$ cat config.mk
export PLATFORM = sky130hd
export DESIGN_NAME = ict_irq_control
export DESIGN_NICKNAME = d
export VERILOG_FILES = /design/src/hw/ict_pkg.sv /design/src/hw/ict_irq_control.sv /design/src/hw/ict_period_timer.sv /design/src/hw/ict_sticky_bit.sv
export VERILOG_INCLUDE_DIRS = /design/src /design/src/hw
export SDC_FILE = /design/constraint.sdc
export NUM_CORES = 1
export LEC_CHECK = 0
export ABC_AREA = 1
export BUFFER_PORTS_ARGS = -buffer_cell sky130_fd_sc_hd__buf_2
export CORE_ASPECT_RATIO = 1.1
export CORE_MARGIN = 5
export CORE_UTILIZATION = 45
export DETAILED_ROUTE_END_ITERATION = 10
export PLACE_DENSITY = 0.64
export SLEW_MARGIN = 20
export SYNTH_ARGS = -nofsm -noshare
export SYNTH_HDL_FRONTEND = slang
export SYNTH_SLANG_ARGS = --single-unit
$ cat constraint.sdc
create_clock -name i_core_clk -period 2 [get_ports i_core_clk]
set_input_delay 0 -clock i_core_clk [delete_from_list [all_inputs] [get_ports i_core_clk]]
set_output_delay 0 -clock i_core_clk [all_outputs]
set_load 0.005 [all_outputs]
$ cat src/hw/ict_consts.svh
// register offsets, field positions, reset values and timing counts
`ifndef ICT_CONSTS_SVH
`define ICT_CONSTS_SVH

// --------------------------------------------------------------------
// register offsets
// --------------------------------------------------------------------
`define ICT_ADDR_MISC_MASK   8'h11
`define ICT_ADDR_LINE_MASK   8'h12
`define ICT_ADDR_IRQ_CTRL    8'h13
`define ICT_ADDR_PERIOD      8'h1A
`define ICT_ADDR_STATUS      8'h20
`define ICT_ADDR_PENDING     8'h21

// --------------------------------------------------------------------
// reset values
// --------------------------------------------------------------------
`define ICT_RST_MISC_MASK    8'h00
`define ICT_RST_LINE_MASK    8'h00
`define ICT_RST_IRQ_CTRL     8'h00
`define ICT_RST_PERIOD       8'h00
`define ICT_RST_RDATA        8'h00
`define ICT_IRQ_PIN_RST      1'b1

// --------------------------------------------------------------------
// field positions
// --------------------------------------------------------------------
`define ICT_LINE_MASK_BIT    0
`define ICT_MISC_TIMER_BIT   1
`define ICT_ST_LINE          0
`define ICT_ST_TIMER         1
`define ICT_ST_WDOG          2
`define ICT_ST_W             3

// --------------------------------------------------------------------
// timing
// --------------------------------------------------------------------
`define ICT_CLK_MHZ          100
`define ICT_TMR_BASE_US      250
`define ICT_WD_BASE_MS       2
`define ICT_TMR_BASE_CYCLES  (`ICT_TMR_BASE_US * `ICT_CLK_MHZ)
`define ICT_WD_BASE_CYCLES   (`ICT_WD_BASE_MS * 1000 * `ICT_CLK_MHZ)

`endif

$ cat src/hw/ict_pkg.sv
// types shared by the interrupt control block
package ict_pkg;

   // -----------------------------------------------------------------
   // register bus request
   // -----------------------------------------------------------------
   typedef struct packed {
      logic [7:0] addr;
      logic [7:0] wdata;
      logic       wr;
      logic       rd;
   } ict_bus_req_s;

   // -----------------------------------------------------------------
   // interrupt control register layout
   // -----------------------------------------------------------------
   typedef struct packed {
      logic [2:0] rsvd_hi;
      logic       irq_pin_polarity;
      logic       global_irq_pin_enable;
      logic [1:0] rsvd_lo;
      logic       fifo_irq_enable;
   } ict_ctrl_s;

   // -----------------------------------------------------------------
   // timer and watchdog period register layout
   // -----------------------------------------------------------------
   typedef struct packed {
      logic [3:0] watchdog_interval_code;
      logic [3:0] timer_interval_code;
   } ict_period_s;

endpackage

$ cat src/hw/ict_irq_control.sv
// interrupt pin control, status flags and timer/watchdog periods
//
// The strobed register port was chosen for this implementation.
`timescale 1ns/1ns
`include "ict_consts.svh"

module ict_irq_control
#(
   parameter int FIFO_NUM        = 8,
   parameter int TMR_BASE_CYCLES = `ICT_TMR_BASE_CYCLES,
   parameter int WD_BASE_CYCLES  = `ICT_WD_BASE_CYCLES
)
(
   // clock and reset
   input  wire logic                 i_core_clk,
   input  wire logic                 i_rst_n,
   // reset groups 0 and 3, synchronous
   input  wire logic                 i_rst_grp0,
   input  wire logic                 i_rst_grp3,
   // register bus
   input  wire ict_pkg::ict_bus_req_s i_bus,
   output logic [7:0]                o_rdata,
   // interrupt sources
   input  wire logic                 i_line_state_change,
   input  wire logic [FIFO_NUM-1:0]  i_fifo_irq_pending,
   input  wire logic [FIFO_NUM-1:0]  i_per_fifo_irq_mask,
   // outputs
   output logic                      o_irq,
   output logic                      o_timer_event,
   output logic                      o_watchdog_event
);
   import ict_pkg::*;

   if (FIFO_NUM < 1 || FIFO_NUM > 32)
   begin : g_chk_fifo
      $error("fifo count must lie between 1 and 32");
   end

   // --------------------------------------------------------------
   // declarations
   // --------------------------------------------------------------
   logic [7:0]          misc_irq_mask_reg_r;
   logic [7:0]          line_state_irq_mask_reg_r;
   ict_ctrl_s           ctrl_r;
   ict_period_s         timer_watchdog_period_reg_r;
   logic [7:0]          rdata_r;
   logic                irq_pin_r;
   logic [`ICT_ST_W-1:0] stat_r;
   logic [`ICT_ST_W-1:0] stat_set;
   logic [`ICT_ST_W-1:0] stat_clr;
   logic [`ICT_ST_W-1:0] stat_msk;
   logic                wr_misc;
   logic                wr_line;
   logic                wr_ctrl;
   logic                wr_period;
   logic                wr_status;
   logic                tmr_clr;
   logic                tmr_evt;
   logic                wd_evt;
   logic                own_req;
   logic                fifo_req;
   logic                irq_act;

   // --------------------------------------------------------------
   // write decode
   // --------------------------------------------------------------
   assign wr_misc   = i_bus.wr && (i_bus.addr == `ICT_ADDR_MISC_MASK);
   assign wr_line   = i_bus.wr && (i_bus.addr == `ICT_ADDR_LINE_MASK);
   assign wr_ctrl   = i_bus.wr && (i_bus.addr == `ICT_ADDR_IRQ_CTRL);
   assign wr_period = i_bus.wr && (i_bus.addr == `ICT_ADDR_PERIOD);
   assign wr_status = i_bus.wr && (i_bus.addr == `ICT_ADDR_STATUS);

   // --------------------------------------------------------------
   // mask and control registers
   // --------------------------------------------------------------
   // reserved bits are stored as written; nothing reads them
   always_ff @(posedge i_core_clk or negedge i_rst_n)
   begin
      if (!i_rst_n)
      begin
         misc_irq_mask_reg_r <= `ICT_RST_MISC_MASK;
      end
      else if (wr_misc)
      begin
         misc_irq_mask_reg_r <= i_bus.wdata;
      end
   end

   always_ff @(posedge i_core_clk or negedge i_rst_n)
   begin
      if (!i_rst_n)
      begin
         line_state_irq_mask_reg_r <= `ICT_RST_LINE_MASK;
      end
      else if (i_rst_grp0 || i_rst_grp3)
      begin
         line_state_irq_mask_reg_r <= `ICT_RST_LINE_MASK;
      end
      else if (wr_line)
      begin
         line_state_irq_mask_reg_r <= i_bus.wdata;
      end
   end

   always_ff @(posedge i_core_clk or negedge i_rst_n)
   begin
      if (!i_rst_n)
      begin
         ctrl_r <= ict_ctrl_s'(`ICT_RST_IRQ_CTRL);
      end
      else if (i_rst_grp0)
      begin
         ctrl_r <= ict_ctrl_s'(`ICT_RST_IRQ_CTRL);
      end
      else if (wr_ctrl)
      begin
         ctrl_r <= ict_ctrl_s'(i_bus.wdata);
      end
   end

   always_ff @(posedge i_core_clk or negedge i_rst_n)
   begin
      if (!i_rst_n)
      begin
         timer_watchdog_period_reg_r <= ict_period_s'(`ICT_RST_PERIOD);
      end
      else if (i_rst_grp0)
      begin
         timer_watchdog_period_reg_r <= ict_period_s'(`ICT_RST_PERIOD);
      end
      else if (wr_period)
      begin
         timer_watchdog_period_reg_r <= ict_period_s'(i_bus.wdata);
      end
   end

   // --------------------------------------------------------------
   // timer and watchdog
   // --------------------------------------------------------------
   // a new period takes effect from a clean start, not mid-count
   assign tmr_clr = i_rst_grp0 || wr_period;

   ict_period_timer
   #(
      .BASE_CYCLES (TMR_BASE_CYCLES),
      .CODE_W      (4)
   )
   u_timer
   (
      .i_core_clk (i_core_clk),
      .i_rst_n    (i_rst_n),
      .i_clr      (tmr_clr),
      .i_code     (timer_watchdog_period_reg_r.timer_interval_code),
      .o_event    (tmr_evt)
   );

   ict_period_timer
   #(
      .BASE_CYCLES (WD_BASE_CYCLES),
      .CODE_W      (4)
   )
   u_wdog
   (
      .i_core_clk (i_core_clk),
      .i_rst_n    (i_rst_n),
      .i_clr      (tmr_clr),
      .i_code     (timer_watchdog_period_reg_r.watchdog_interval_code),
      .o_event    (wd_evt)
   );

   assign o_timer_event    = tmr_evt;
   assign o_watchdog_event = wd_evt;

   // --------------------------------------------------------------
   // sticky status, write one to clear
   // --------------------------------------------------------------
   // flags set regardless of masks, so software can poll them
   assign stat_set = {wd_evt, tmr_evt, i_line_state_change};
   assign stat_clr = wr_status ? i_bus.wdata[`ICT_ST_W-1:0] : '0;

   for (genvar gi = 0; gi < `ICT_ST_W; gi++)
   begin : g_stat
      ict_sticky_bit u_bit
      (
         .i_core_clk (i_core_clk),
         .i_rst_n    (i_rst_n),
         .i_set      (stat_set[gi]),
         .i_clr      (stat_clr[gi]),
         .o_q        (stat_r[gi])
      );
   end

   // --------------------------------------------------------------
   // interrupt pin
   // --------------------------------------------------------------
   // watchdog has no mask here and never reaches the pin
   assign stat_msk = {1'b0,
                      misc_irq_mask_reg_r[`ICT_MISC_TIMER_BIT],
                      line_state_irq_mask_reg_r[`ICT_LINE_MASK_BIT]};
   assign own_req  = |(stat_r & stat_msk);
   assign fifo_req = ctrl_r.fifo_irq_enable &&
                     |(i_fifo_irq_pending & i_per_fifo_irq_mask);
   assign irq_act  = ctrl_r.global_irq_pin_enable &&
                     (own_req || fifo_req);

   always_ff @(posedge i_core_clk or negedge i_rst_n)
   begin
      if (!i_rst_n)
      begin
         irq_pin_r <= `ICT_IRQ_PIN_RST;
      end
      else
      begin
         irq_pin_r <= irq_act ? ctrl_r.irq_pin_polarity
                              : !ctrl_r.irq_pin_polarity;
      end
   end

   assign o_irq = irq_pin_r;

   // --------------------------------------------------------------
   // read port
   // --------------------------------------------------------------
   // mask, control and period registers are write only
   always_ff @(posedge i_core_clk or negedge i_rst_n)
   begin
      if (!i_rst_n)
      begin
         rdata_r <= `ICT_RST_RDATA;
      end
      else if (i_bus.rd)
      begin
         case (i_bus.addr)
            `ICT_ADDR_STATUS:  rdata_r <= 8'(stat_r);
            `ICT_ADDR_PENDING: rdata_r <= 8'({fifo_req, stat_r & stat_msk});
            default:           rdata_r <= `ICT_RST_RDATA;
         endcase
      end
      else
      begin
         rdata_r <= `ICT_RST_RDATA;
      end
   end

   assign o_rdata = rdata_r;

   // --------------------------------------------------------------
   // checks
   // --------------------------------------------------------------
   logic [39:0] tmr_gap_r;
   logic [39:0] wd_gap_r;
   logic        tmr_seen_r;
   logic        wd_seen_r;

   // cycles since the last event, restarted with the timers
   always_ff @(posedge i_core_clk or negedge i_rst_n)
   begin
      if (!i_rst_n)
      begin
         tmr_gap_r  <= '0;
         wd_gap_r   <= '0;
         tmr_seen_r <= 1'b0;
         wd_seen_r  <= 1'b0;
      end
      else
      begin
         tmr_gap_r  <= (tmr_clr || tmr_evt) ? '0 : tmr_gap_r + 1'b1;
         wd_gap_r   <= (tmr_clr || wd_evt) ? '0 : wd_gap_r + 1'b1;
         tmr_seen_r <= !tmr_clr && (tmr_seen_r || tmr_evt);
         wd_seen_r  <= !tmr_clr && (wd_seen_r || wd_evt);
      end
   end

   property p_line_routed;
      @(posedge i_core_clk) disable iff (!i_rst_n)
      (ctrl_r.global_irq_pin_enable && stat_r[`ICT_ST_LINE] &&
       line_state_irq_mask_reg_r[`ICT_LINE_MASK_BIT])
      |=> (irq_pin_r == $past(ctrl_r.irq_pin_polarity));
   endproperty
   a_line_routed: assert property (p_line_routed)
      else $error("unmasked line change did not assert pin");

   property p_masked_flag;
      @(posedge i_core_clk) disable iff (!i_rst_n)
      (i_line_state_change && !line_state_irq_mask_reg_r[0])
      |=> stat_r[`ICT_ST_LINE] ##1
          (rdata_r[0] || !($past(i_bus.rd) &&
                           $past(i_bus.addr) == `ICT_ADDR_STATUS));
   endproperty
   a_masked_flag: assert property (p_masked_flag)
      else $error("masked line change flag not kept");

   property p_grp3_clear;
      @(posedge i_core_clk) disable iff (!i_rst_n)
      i_rst_grp3 |=> (line_state_irq_mask_reg_r == `ICT_RST_LINE_MASK);
   endproperty
   a_grp3_clear: assert property (p_grp3_clear)
      else $error("line mask not cleared by reset group 3");

   property p_fifo_group_off;
      @(posedge i_core_clk) disable iff (!i_rst_n)
      (!ctrl_r.fifo_irq_enable && !own_req)
      |=> (irq_pin_r != $past(ctrl_r.irq_pin_polarity));
   endproperty
   a_fifo_group_off: assert property (p_fifo_group_off)
      else $error("fifo interrupt passed while group disabled");

   property p_fifo_on;
      @(posedge i_core_clk) disable iff (!i_rst_n)
      (ctrl_r.global_irq_pin_enable && ctrl_r.fifo_irq_enable &&
       |(i_fifo_irq_pending & i_per_fifo_irq_mask))
      |=> (irq_pin_r == $past(ctrl_r.irq_pin_polarity));
   endproperty
   a_fifo_on: assert property (p_fifo_on)
      else $error("enabled fifo interrupt missing on pin");

   property p_global_off;
      @(posedge i_core_clk) disable iff (!i_rst_n)
      !ctrl_r.global_irq_pin_enable
      |=> (irq_pin_r != $past(ctrl_r.irq_pin_polarity));
   endproperty
   a_global_off: assert property (p_global_off)
      else $error("pin asserted while globally disabled");

   property p_high_active;
      @(posedge i_core_clk) disable iff (!i_rst_n)
      (ctrl_r.irq_pin_polarity && irq_act) |=> irq_pin_r;
   endproperty
   a_high_active: assert property (p_high_active)
      else $error("active high pin not driven high");

   property p_timer_gap;
      @(posedge i_core_clk) disable iff (!i_rst_n)
      (tmr_evt && tmr_seen_r) |-> (tmr_gap_r == (40'(TMR_BASE_CYCLES)
         << timer_watchdog_period_reg_r.timer_interval_code) - 40'd1);
   endproperty
   a_timer_gap: assert property (p_timer_gap)
      else $error("timer event spacing wrong");

   property p_wdog_gap;
      @(posedge i_core_clk) disable iff (!i_rst_n)
      (wd_evt && wd_seen_r) |-> (wd_gap_r == (40'(WD_BASE_CYCLES)
         << timer_watchdog_period_reg_r.watchdog_interval_code) - 40'd1);
   endproperty
   a_wdog_gap: assert property (p_wdog_gap)
      else $error("watchdog event spacing wrong");

   property p_timer_masked;
      @(posedge i_core_clk) disable iff (!i_rst_n)
      (tmr_evt && !wr_status) |=> stat_r[`ICT_ST_TIMER];
   endproperty
   a_timer_masked: assert property (p_timer_masked)
      else $error("timer status flag not set");

   property p_idle;
      @(posedge i_core_clk) disable iff (!i_rst_n)
      (!own_req && !fifo_req)
      |=> (irq_pin_r == !$past(ctrl_r.irq_pin_polarity));
   endproperty
   a_idle: assert property (p_idle)
      else $error("pin active with nothing pending");

endmodule

$ cat src/hw/ict_period_timer.sv
// event timer with period base_cycles times two to the code
`timescale 1ns/1ns

module ict_period_timer
#(
   parameter int BASE_CYCLES = 25000,
   parameter int CODE_W      = 4
)
(
   // clock and reset
   input  wire logic              i_core_clk,
   input  wire logic              i_rst_n,
   // control
   input  wire logic              i_clr,
   input  wire logic [CODE_W-1:0] i_code,
   // one-cycle event
   output logic                   o_event
);

   localparam int PRE_W  = $clog2(BASE_CYCLES);
   localparam int TICK_W = 1 << CODE_W;

   logic [PRE_W-1:0]  pre_r;
   logic [TICK_W-1:0] tick_r;
   logic [TICK_W-1:0] last_tick;
   logic              base_tick;

   if (BASE_CYCLES < 2)
   begin : g_chk
      $error("timer base must be at least two cycles");
   end

   assign base_tick = (pre_r == PRE_W'(BASE_CYCLES - 1));
   assign last_tick = ~({TICK_W{1'b1}} << i_code);

   // --------------------------------------------------------------
   // base prescaler
   // --------------------------------------------------------------
   always_ff @(posedge i_core_clk or negedge i_rst_n)
   begin
      if (!i_rst_n)
      begin
         pre_r <= '0;
      end
      else if (i_clr || base_tick)
      begin
         pre_r <= '0;
      end
      else
      begin
         pre_r <= pre_r + 1'b1;
      end
   end

   // --------------------------------------------------------------
   // power of two tick count
   // --------------------------------------------------------------
   always_ff @(posedge i_core_clk or negedge i_rst_n)
   begin
      if (!i_rst_n)
      begin
         tick_r <= '0;
      end
      else if (i_clr)
      begin
         tick_r <= '0;
      end
      else if (base_tick)
      begin
         tick_r <= (tick_r >= last_tick) ? '0 : tick_r + 1'b1;
      end
   end

   always_ff @(posedge i_core_clk or negedge i_rst_n)
   begin
      if (!i_rst_n)
      begin
         o_event <= 1'b0;
      end
      else
      begin
         o_event <= !i_clr && base_tick && (tick_r >= last_tick);
      end
   end

endmodule

$ cat src/hw/ict_sticky_bit.sv
// one sticky status bit, set by hardware, cleared by writing one
`timescale 1ns/1ns

module ict_sticky_bit
(
   // clock and reset
   input  wire logic i_core_clk,
   input  wire logic i_rst_n,
   // set and clear
   input  wire logic i_set,
   input  wire logic i_clr,
   // state
   output logic      o_q
);

   // set wins over a clear in the same cycle so no event is lost
   always_ff @(posedge i_core_clk or negedge i_rst_n)
   begin
      if (!i_rst_n)
      begin
         o_q <= 1'b0;
      end
      else
      begin
         o_q <= i_set | (o_q & ~i_clr);
      end
   end

endmodule

After elaboration in Yosys (flattened, before gate mapping)
Index checks and enable logic that the tools add are counted.
- word-level logic and storage cells: 90
- input bits: 39
- flip-flop bits (word level): 93
- $lt $le $gt $ge: 2
- multiplexer cells: 18
- shifts and indexed selects: 2
- equality and inequality tests: 8
- add/sub/neg operators: 4
- reductions and logical operators: 25
- bitwise gates (word level): 13
- operators by type and width (cell ; number):
    16-bit two-way mux ; 6
    16-bit by 1-bit adder with 16-bit output (second input constant) ; 2
    8-bit by 5-bit equality test with 1-bit output (second input constant) ; 4
    16-bit >= comparator ; 2
    16-bit NOT ; 2
    16-bit by 4-bit << shifter with 16-bit output (first input constant) ; 2
    8-bit two-way mux ; 3
    18-bit by 1-bit adder with 18-bit output (second input constant) ; 1
    18-bit equality test (second input constant) ; 1
    18-bit two-way mux ; 1
    8-bit by 6-bit equality test with 1-bit output (second input constant) ; 2
    15-bit by 1-bit adder with 15-bit output (second input constant) ; 1
    15-bit equality test (second input constant) ; 1
    15-bit two-way mux ; 1
    1-bit logical AND ; 11
    5-bit two-way mux ; 2
    2-bit nonzero test ; 5
    8-bit AND ; 1
    4-bit case mux with 2 select lines ; 1
    8-bit OR reduction ; 1
    1-bit logical OR ; 5
    1-bit AND ; 3
    3-bit by 2-bit AND with 3-bit output ; 1
    1-bit two-way mux ; 3
    5 further kinds ; 10

Logic depth before layout (Yosys ltp)
- word-level depth: 6
- mapped depth: 15
- depth with buffers taken out: 13

Cells and area by module
A second synthesis with hierarchy kept.
- cell total of the unflattened synthesis: 867
- area total of the unflattened synthesis: 6069.6 um^2
- by module, submodules not included (module ; cells each ; area an instance (um^2) ; times used):
    ict_period_timer (u_wdog) ; 362 ; 2527.4 ; 1
    ict_period_timer (u_timer) ; 352 ; 2391.0 ; 1
    ict_irq_control ; 138 ; 1031.0 ; 1
    ict_sticky_bit ; 5 ; 40.0 ; 3

Worst setup path before layout
Ideal clock, no wire load.
- path type: register -> register
- from: register timer_watchdog_period_reg_r[3] (netlist name)
- to: register u_timer.tick_r[11]
- path slack: -0.028 ns
- clock period less this slack: 2.028 ns
- buffers on the path: 2
- data arrival time: 1.902 ns
- stages on the path, launching flop included: 16
- path through: dfrtp_1 -> clkbuf_1 -> nor2_1 -> inv_1 -> o21ai_0 -> ha_1 -> nand2_1 -> nor2_1 -> nand2_1 -> nand2_1 -> nor2_1 -> nand2_1 -> nand2_1 -> nand2_1 -> buf_2 -> o21ai_0
- word-level cells in the longest chain between the ends: 6
- ends and longest elaborated chain (item ; line ; RTL):
    start: declaration ; ict_irq_control.sv:45 ; ict_period_s timer_watchdog_period_reg_r;
    start signal: assignment ; ict_irq_control.sv:125 ; timer_watchdog_period_reg_r <= ict_period_s'(`ICT_RST_PERIOD);
    start signal: assignment ; ict_irq_control.sv:129 ; timer_watchdog_period_reg_r <= ict_period_s'(`ICT_RST_PERIOD);
    start signal: assignment ; ict_irq_control.sv:133 ; timer_watchdog_period_reg_r <= ict_period_s'(i_bus.wdata);
    16-bit by 4-bit << shifter with 16-bit output ; ict_period_timer.sv:34 ; assign last_tick = ~({TICK_W{1'b1}} << i_code);
    16-bit NOT ; ict_period_timer.sv:34 ;
    16-bit >= comparator ; ict_period_timer.sv:70 ; tick_r <= (tick_r >= last_tick) ? '0 : tick_r + 1'b1;
    16-bit two-way mux ; ict_period_timer.sv:70 ;
    16-bit two-way mux ; ict_period_timer.sv:68 ; else if (base_tick)
    16-bit two-way mux ; ict_period_timer.sv:64 ; else if (i_clr)
    end signal: assignment ; ict_period_timer.sv:70 ;
    end: declaration ; ict_period_timer.sv:24 ; logic [TICK_W-1:0] tick_r;
Every way passes these cells. The select of a mux whose other input is x is not followed.
A chain may end at the register's enable or synchronous reset.

Worst setup path in the final report
- from: register timer_watchdog_period_reg_r[2] (netlist name)
- to: register u_timer.tick_r[5]
The elaborated chain is that of the path after synthesis.

==> out/summary.log <==
INFO  run_status     status=completed
INFO  pwr            vdd_ir_drop_max=0.4059mV
INFO  yosys          syn-mean-instance-area=7.239µm²
INFO  yosys          post-synth-top-count-cell=sky130_fd_sc_hd__nand2_1
INFO  critical_path  critPathLaunchType=register
INFO  final_layout   number_of_nets_in_the_finished_design=958
INFO  clocking       clkSlewWorstSetupHoldPaths=60ps
INFO  die            floorplan.initialDensity=45.95%
INFO  global_route   overflow=0
INFO  final_layout   area_growth_syn_to_fin=19.38%
INFO  pwr            intPower=0.002872W
INFO  clocking       cts_made_buffers=9
INFO  pwr            clkPwrFrac=40.7%
INFO  sta            setup_slack=95.17ps
INFO  sta            report.final.hold_viol_count=0
INFO  final_layout   final_core_density=54.85%
INFO  die            core-area=12590µm²
INFO  sta            timing.final.crit_share=95.24%
INFO  die            die_width=118.1µm
INFO  sta            setup_repair_after_global_routing_missed_its_margin=true
INFO  critical_path  worst_ep_arrival_time=2180ps
INFO  placement      placed_wire_length_estimate_after_detailed_placement=10540µm
INFO  detailed_routing drt-initial-drc-count=326
INFO  die            die_y=128.9µm
INFO  global_route   global_route_wire_length_before_repair=24410µm
INFO  pwr            power_density=561.1nW/µm²
INFO  clocking       clock_latency=350ps
INFO  detailed_routing avgRoutedWirePerCell=13.77µm
INFO  placement      count_of_input_and_output_buffers=45
INFO  yosys          synth_sequential_area_ratio=38.09%
INFO  yosys          yosys_warnings=0
INFO  die            placementRows=43
INFO  global_route   grt_antenna_before_repair=0
INFO  critical_path  criticalPathCategory=reg -> reg
INFO  clocking       clk_path_buf_depth=2
INFO  pwr            totalPowerFinal=0.003875W
INFO  detailed_routing drt-total-wl=14420µm
INFO  die            io_pins=50
INFO  final_layout   num_antenna_cells=0
INFO  yosys          ys_top_cells_by_area=sky130_fd_sc_hd__dfrtp_1, sky130_fd_sc_hd__nand2_1, sky130_fd_sc_hd__ha_1, sky130_fd_sc_hd__nand3_1, sky130_fd_sc_hd__nor2_1
INFO  yosys          syn_inst=799
INFO  detailed_routing drc=0
INFO  critical_path  rr_startpoint=timer_watchdog_period_reg_r[2]
INFO  final_layout   drive_above_1_share=15.28%
INFO  hold_path      worstHoldStart=i_rst_grp0
INFO  pwr            p_switching=0.001003W
INFO  yosys          synth_edf_count=0
INFO  sta            slew_viol_final=0
INFO  sta            post-route-min-period=1905ps
INFO  detailed_routing viasPerCell=5.201
INFO  pwr            comb_power_share=11.5%
INFO  sta            max_freq=525.0MHz
INFO  critical_path  critical_path.max_fanout=8
INFO  placement      globalplace.congestion=0.8699
INFO  detailed_routing dr_total_vias=5445
INFO  clocking       clock_sink_count=88
INFO  critical_path  worstPathRequired=2280ps
INFO  yosys          synth_async_sr_flop_share=100.0%
INFO  detailed_routing length_of_the_first_detailed_routing_pass_in_iterations=5
INFO  pwr            power.share.sequential=47.8%
INFO  clocking       cts_htree_levels=3
INFO  yosys          netlist-cell-type-count=40
INFO  critical_path  source_of_the_critical_timing_path=timer_watchdog_period_reg_r[2]
INFO  placement      place_worst_setup_slack=-10.51ps
INFO  flow_run       max_cap_viol_count=0
INFO  critical_path  end_kind=register
INFO  yosys          postSynthRegisterBits=88
INFO  final_layout   stdcell_area=6905µm²
INFO  critical_path  setup.reg_to_reg.worst_slack=100ps
INFO  placement      dpl-instance-area=6281µm²
INFO  pwr            netSwitchingFraction=25.88%
INFO  sta            timing.clock.skew=8.062ps
INFO  clocking       ctsRootBufferMaster=sky130_fd_sc_hd__clkbuf_16
INFO  yosys          synth_top_cell_by_area=sky130_fd_sc_hd__dfrtp_1
INFO  sta            setup-violations-final=0
INFO  yosys          synth_top_area_share=37.64%
INFO  yosys          synth_top_flop_cell=sky130_fd_sc_hd__dfrtp_1
INFO  yosys          netlist_area=5784µm²
INFO  clocking       clock_tree_from_tritoncts=done
INFO  global_route   grt_use_total=19.25%
INFO  global_route   grt_pass1_vias=5320
INFO  yosys          post_synth_most_frequent_cells=sky130_fd_sc_hd__nand2_1, sky130_fd_sc_hd__nor2_1, sky130_fd_sc_hd__dfrtp_1
INFO  global_route   maximum_number_of_pins_on_one_net_before_global_route_repair=44
INFO  detailed_routing detail-route-antenna-nets=0
INFO  die            die_outline_area=15220µm²
INFO  sta            holdWs=22.00ps
INFO  hold_path      worst_hold_path_class=in -> reg
INFO  pwr            power.leakage=3.307nW
## layout by cell type, fill, tap and decap left out, types with 3 or more instances in the layout
cell type	Yosys	final
sky130_fd_sc_hd__a21o_1	3	3
sky130_fd_sc_hd__a21oi_1	26	22
sky130_fd_sc_hd__a21oi_2	0	3
sky130_fd_sc_hd__buf_2	3	44
sky130_fd_sc_hd__buf_4	5	27
sky130_fd_sc_hd__clkbuf_1	10	3
sky130_fd_sc_hd__clkbuf_16	0	9
sky130_fd_sc_hd__conb_1	1	4
sky130_fd_sc_hd__dfrtp_1	87	82
sky130_fd_sc_hd__dfrtp_2	0	5
sky130_fd_sc_hd__dlygate4sd3_1	0	17
sky130_fd_sc_hd__ha_1	34	32
sky130_fd_sc_hd__inv_1	74	71
sky130_fd_sc_hd__inv_2	1	4
sky130_fd_sc_hd__nand2_1	211	207
sky130_fd_sc_hd__nand2_2	4	8
sky130_fd_sc_hd__nand3_1	83	83
sky130_fd_sc_hd__nand4_1	14	14
sky130_fd_sc_hd__nor2_1	106	102
sky130_fd_sc_hd__nor2_2	4	6
sky130_fd_sc_hd__nor2_4	1	3
sky130_fd_sc_hd__nor3_1	22	20
sky130_fd_sc_hd__nor3_2	1	3
sky130_fd_sc_hd__nor3b_1	4	4
sky130_fd_sc_hd__nor4_1	8	7
sky130_fd_sc_hd__o21a_1	5	5
sky130_fd_sc_hd__o21ai_0	28	17
sky130_fd_sc_hd__o21ai_1	16	24
sky130_fd_sc_hd__o21ai_2	0	3
sky130_fd_sc_hd__o21bai_1	3	3
sky130_fd_sc_hd__or2_2	3	3
sky130_fd_sc_hd__xnor2_1	5	5
sky130_fd_sc_hd__xor2_1	21	21
## worst max-delay path: stages (launching register included)
cell,delay (ps)
sky130_fd_sc_hd__dfrtp_2,450
sky130_fd_sc_hd__buf_4,160
sky130_fd_sc_hd__a21oi_2,140
sky130_fd_sc_hd__ha_1,270
sky130_fd_sc_hd__a21oi_2,160
sky130_fd_sc_hd__nor2_1,60
sky130_fd_sc_hd__nor2_1,100
sky130_fd_sc_hd__nand2_1,60
sky130_fd_sc_hd__nand2_1,70
sky130_fd_sc_hd__nand2_1,70
sky130_fd_sc_hd__buf_4,180
sky130_fd_sc_hd__o21ai_1,120
## sequential cells by signal, indices dropped and copies added, names as in the netlist, 3 cells and up
name,cells
timer_watchdog_period_reg_r,8
u_wdog.tick_r,16
u_timer.pre_r,15
ctrl_r,3
g_stat.u_bit.o_q,3
u_timer.tick_r,16
o_rdata,4
u_wdog.pre_r,18
## area by class of cell
class / count / area, µm²
Inverter: 78 / 295.3
Clock inverter: 3 / 17.52
Tap cell: 157 / 196.4
Clock buffer: 13 / 250.2
Timing Repair Buffer: 91 / 635.6
Fill cell: 1166 / 5684
Sequential cell: 88 / 2210
Multi-Input combinational cell: 617 / 3301
## power by group through the flow
stage,combinational (W),sequential [W],clock (W)
5_1_grt,0.000510,0.00186,0.00169
2_1_floorplan,0.000218,0.00187,0
6_report,0.000446,0.00185,0.00158
3_5_place_dp,0.000365,0.00188,0
4_1_cts,0.000389,0.00185,0.00161
3_3_place_gp,0.000354,0.00188,0
## cell families after synthesis
group | count (synthesis) | share of synthesized area [%]
DFF | 88 | 38.09
other | 1 | 0.06483
and+or+nand+nor | 467 | 35.45
buffers and inverters | 97 | 6.857
AOI/OAI and AO/OA | 86 | 8.241
adders and majority gates | 34 | 7.355
xor gates and xnor gates | 26 | 3.937
## through the flow
stage,setup TNS (ps),cells
floorplan,0,802
CTS,0,1040
global placement,0,1005
global route,-360.6,1047
detailed placement,-10.51,1005
finish,0,1047
## final timing paths
check                      depth (start not counted)                        endpoint
setup reg to reg                                  11               u_timer.tick_r[5]
max in group asynchronous                          3  timer_watchdog_period_reg_r[3]
hold reg to reg                                    1                u_timer.pre_r[0]
min in group asynchronous                          2                      o_rdata[3]
hold / removal                                     4  timer_watchdog_period_reg_r[1]
setup / recovery                                  11               u_timer.tick_r[5]
## layer usage
layer | GRT usage (%) | routed length, µm
met5 | 0 | 0
met4 | 8.300 | 434
met3 | 3.516 | 483
met2 | 33.07 | 6993
met1 | 23.78 | 6509
## repair_timing
item,in CTS,in global routing
hold endpoints to repair,90,0
buffers inserted,1,7
pin swaps,1,15
hold buffers,18,0
setup endpoints to repair,7,35
cloned,0,1
gates resized for setup,0,46
Power figures use the tool's default switching activity.
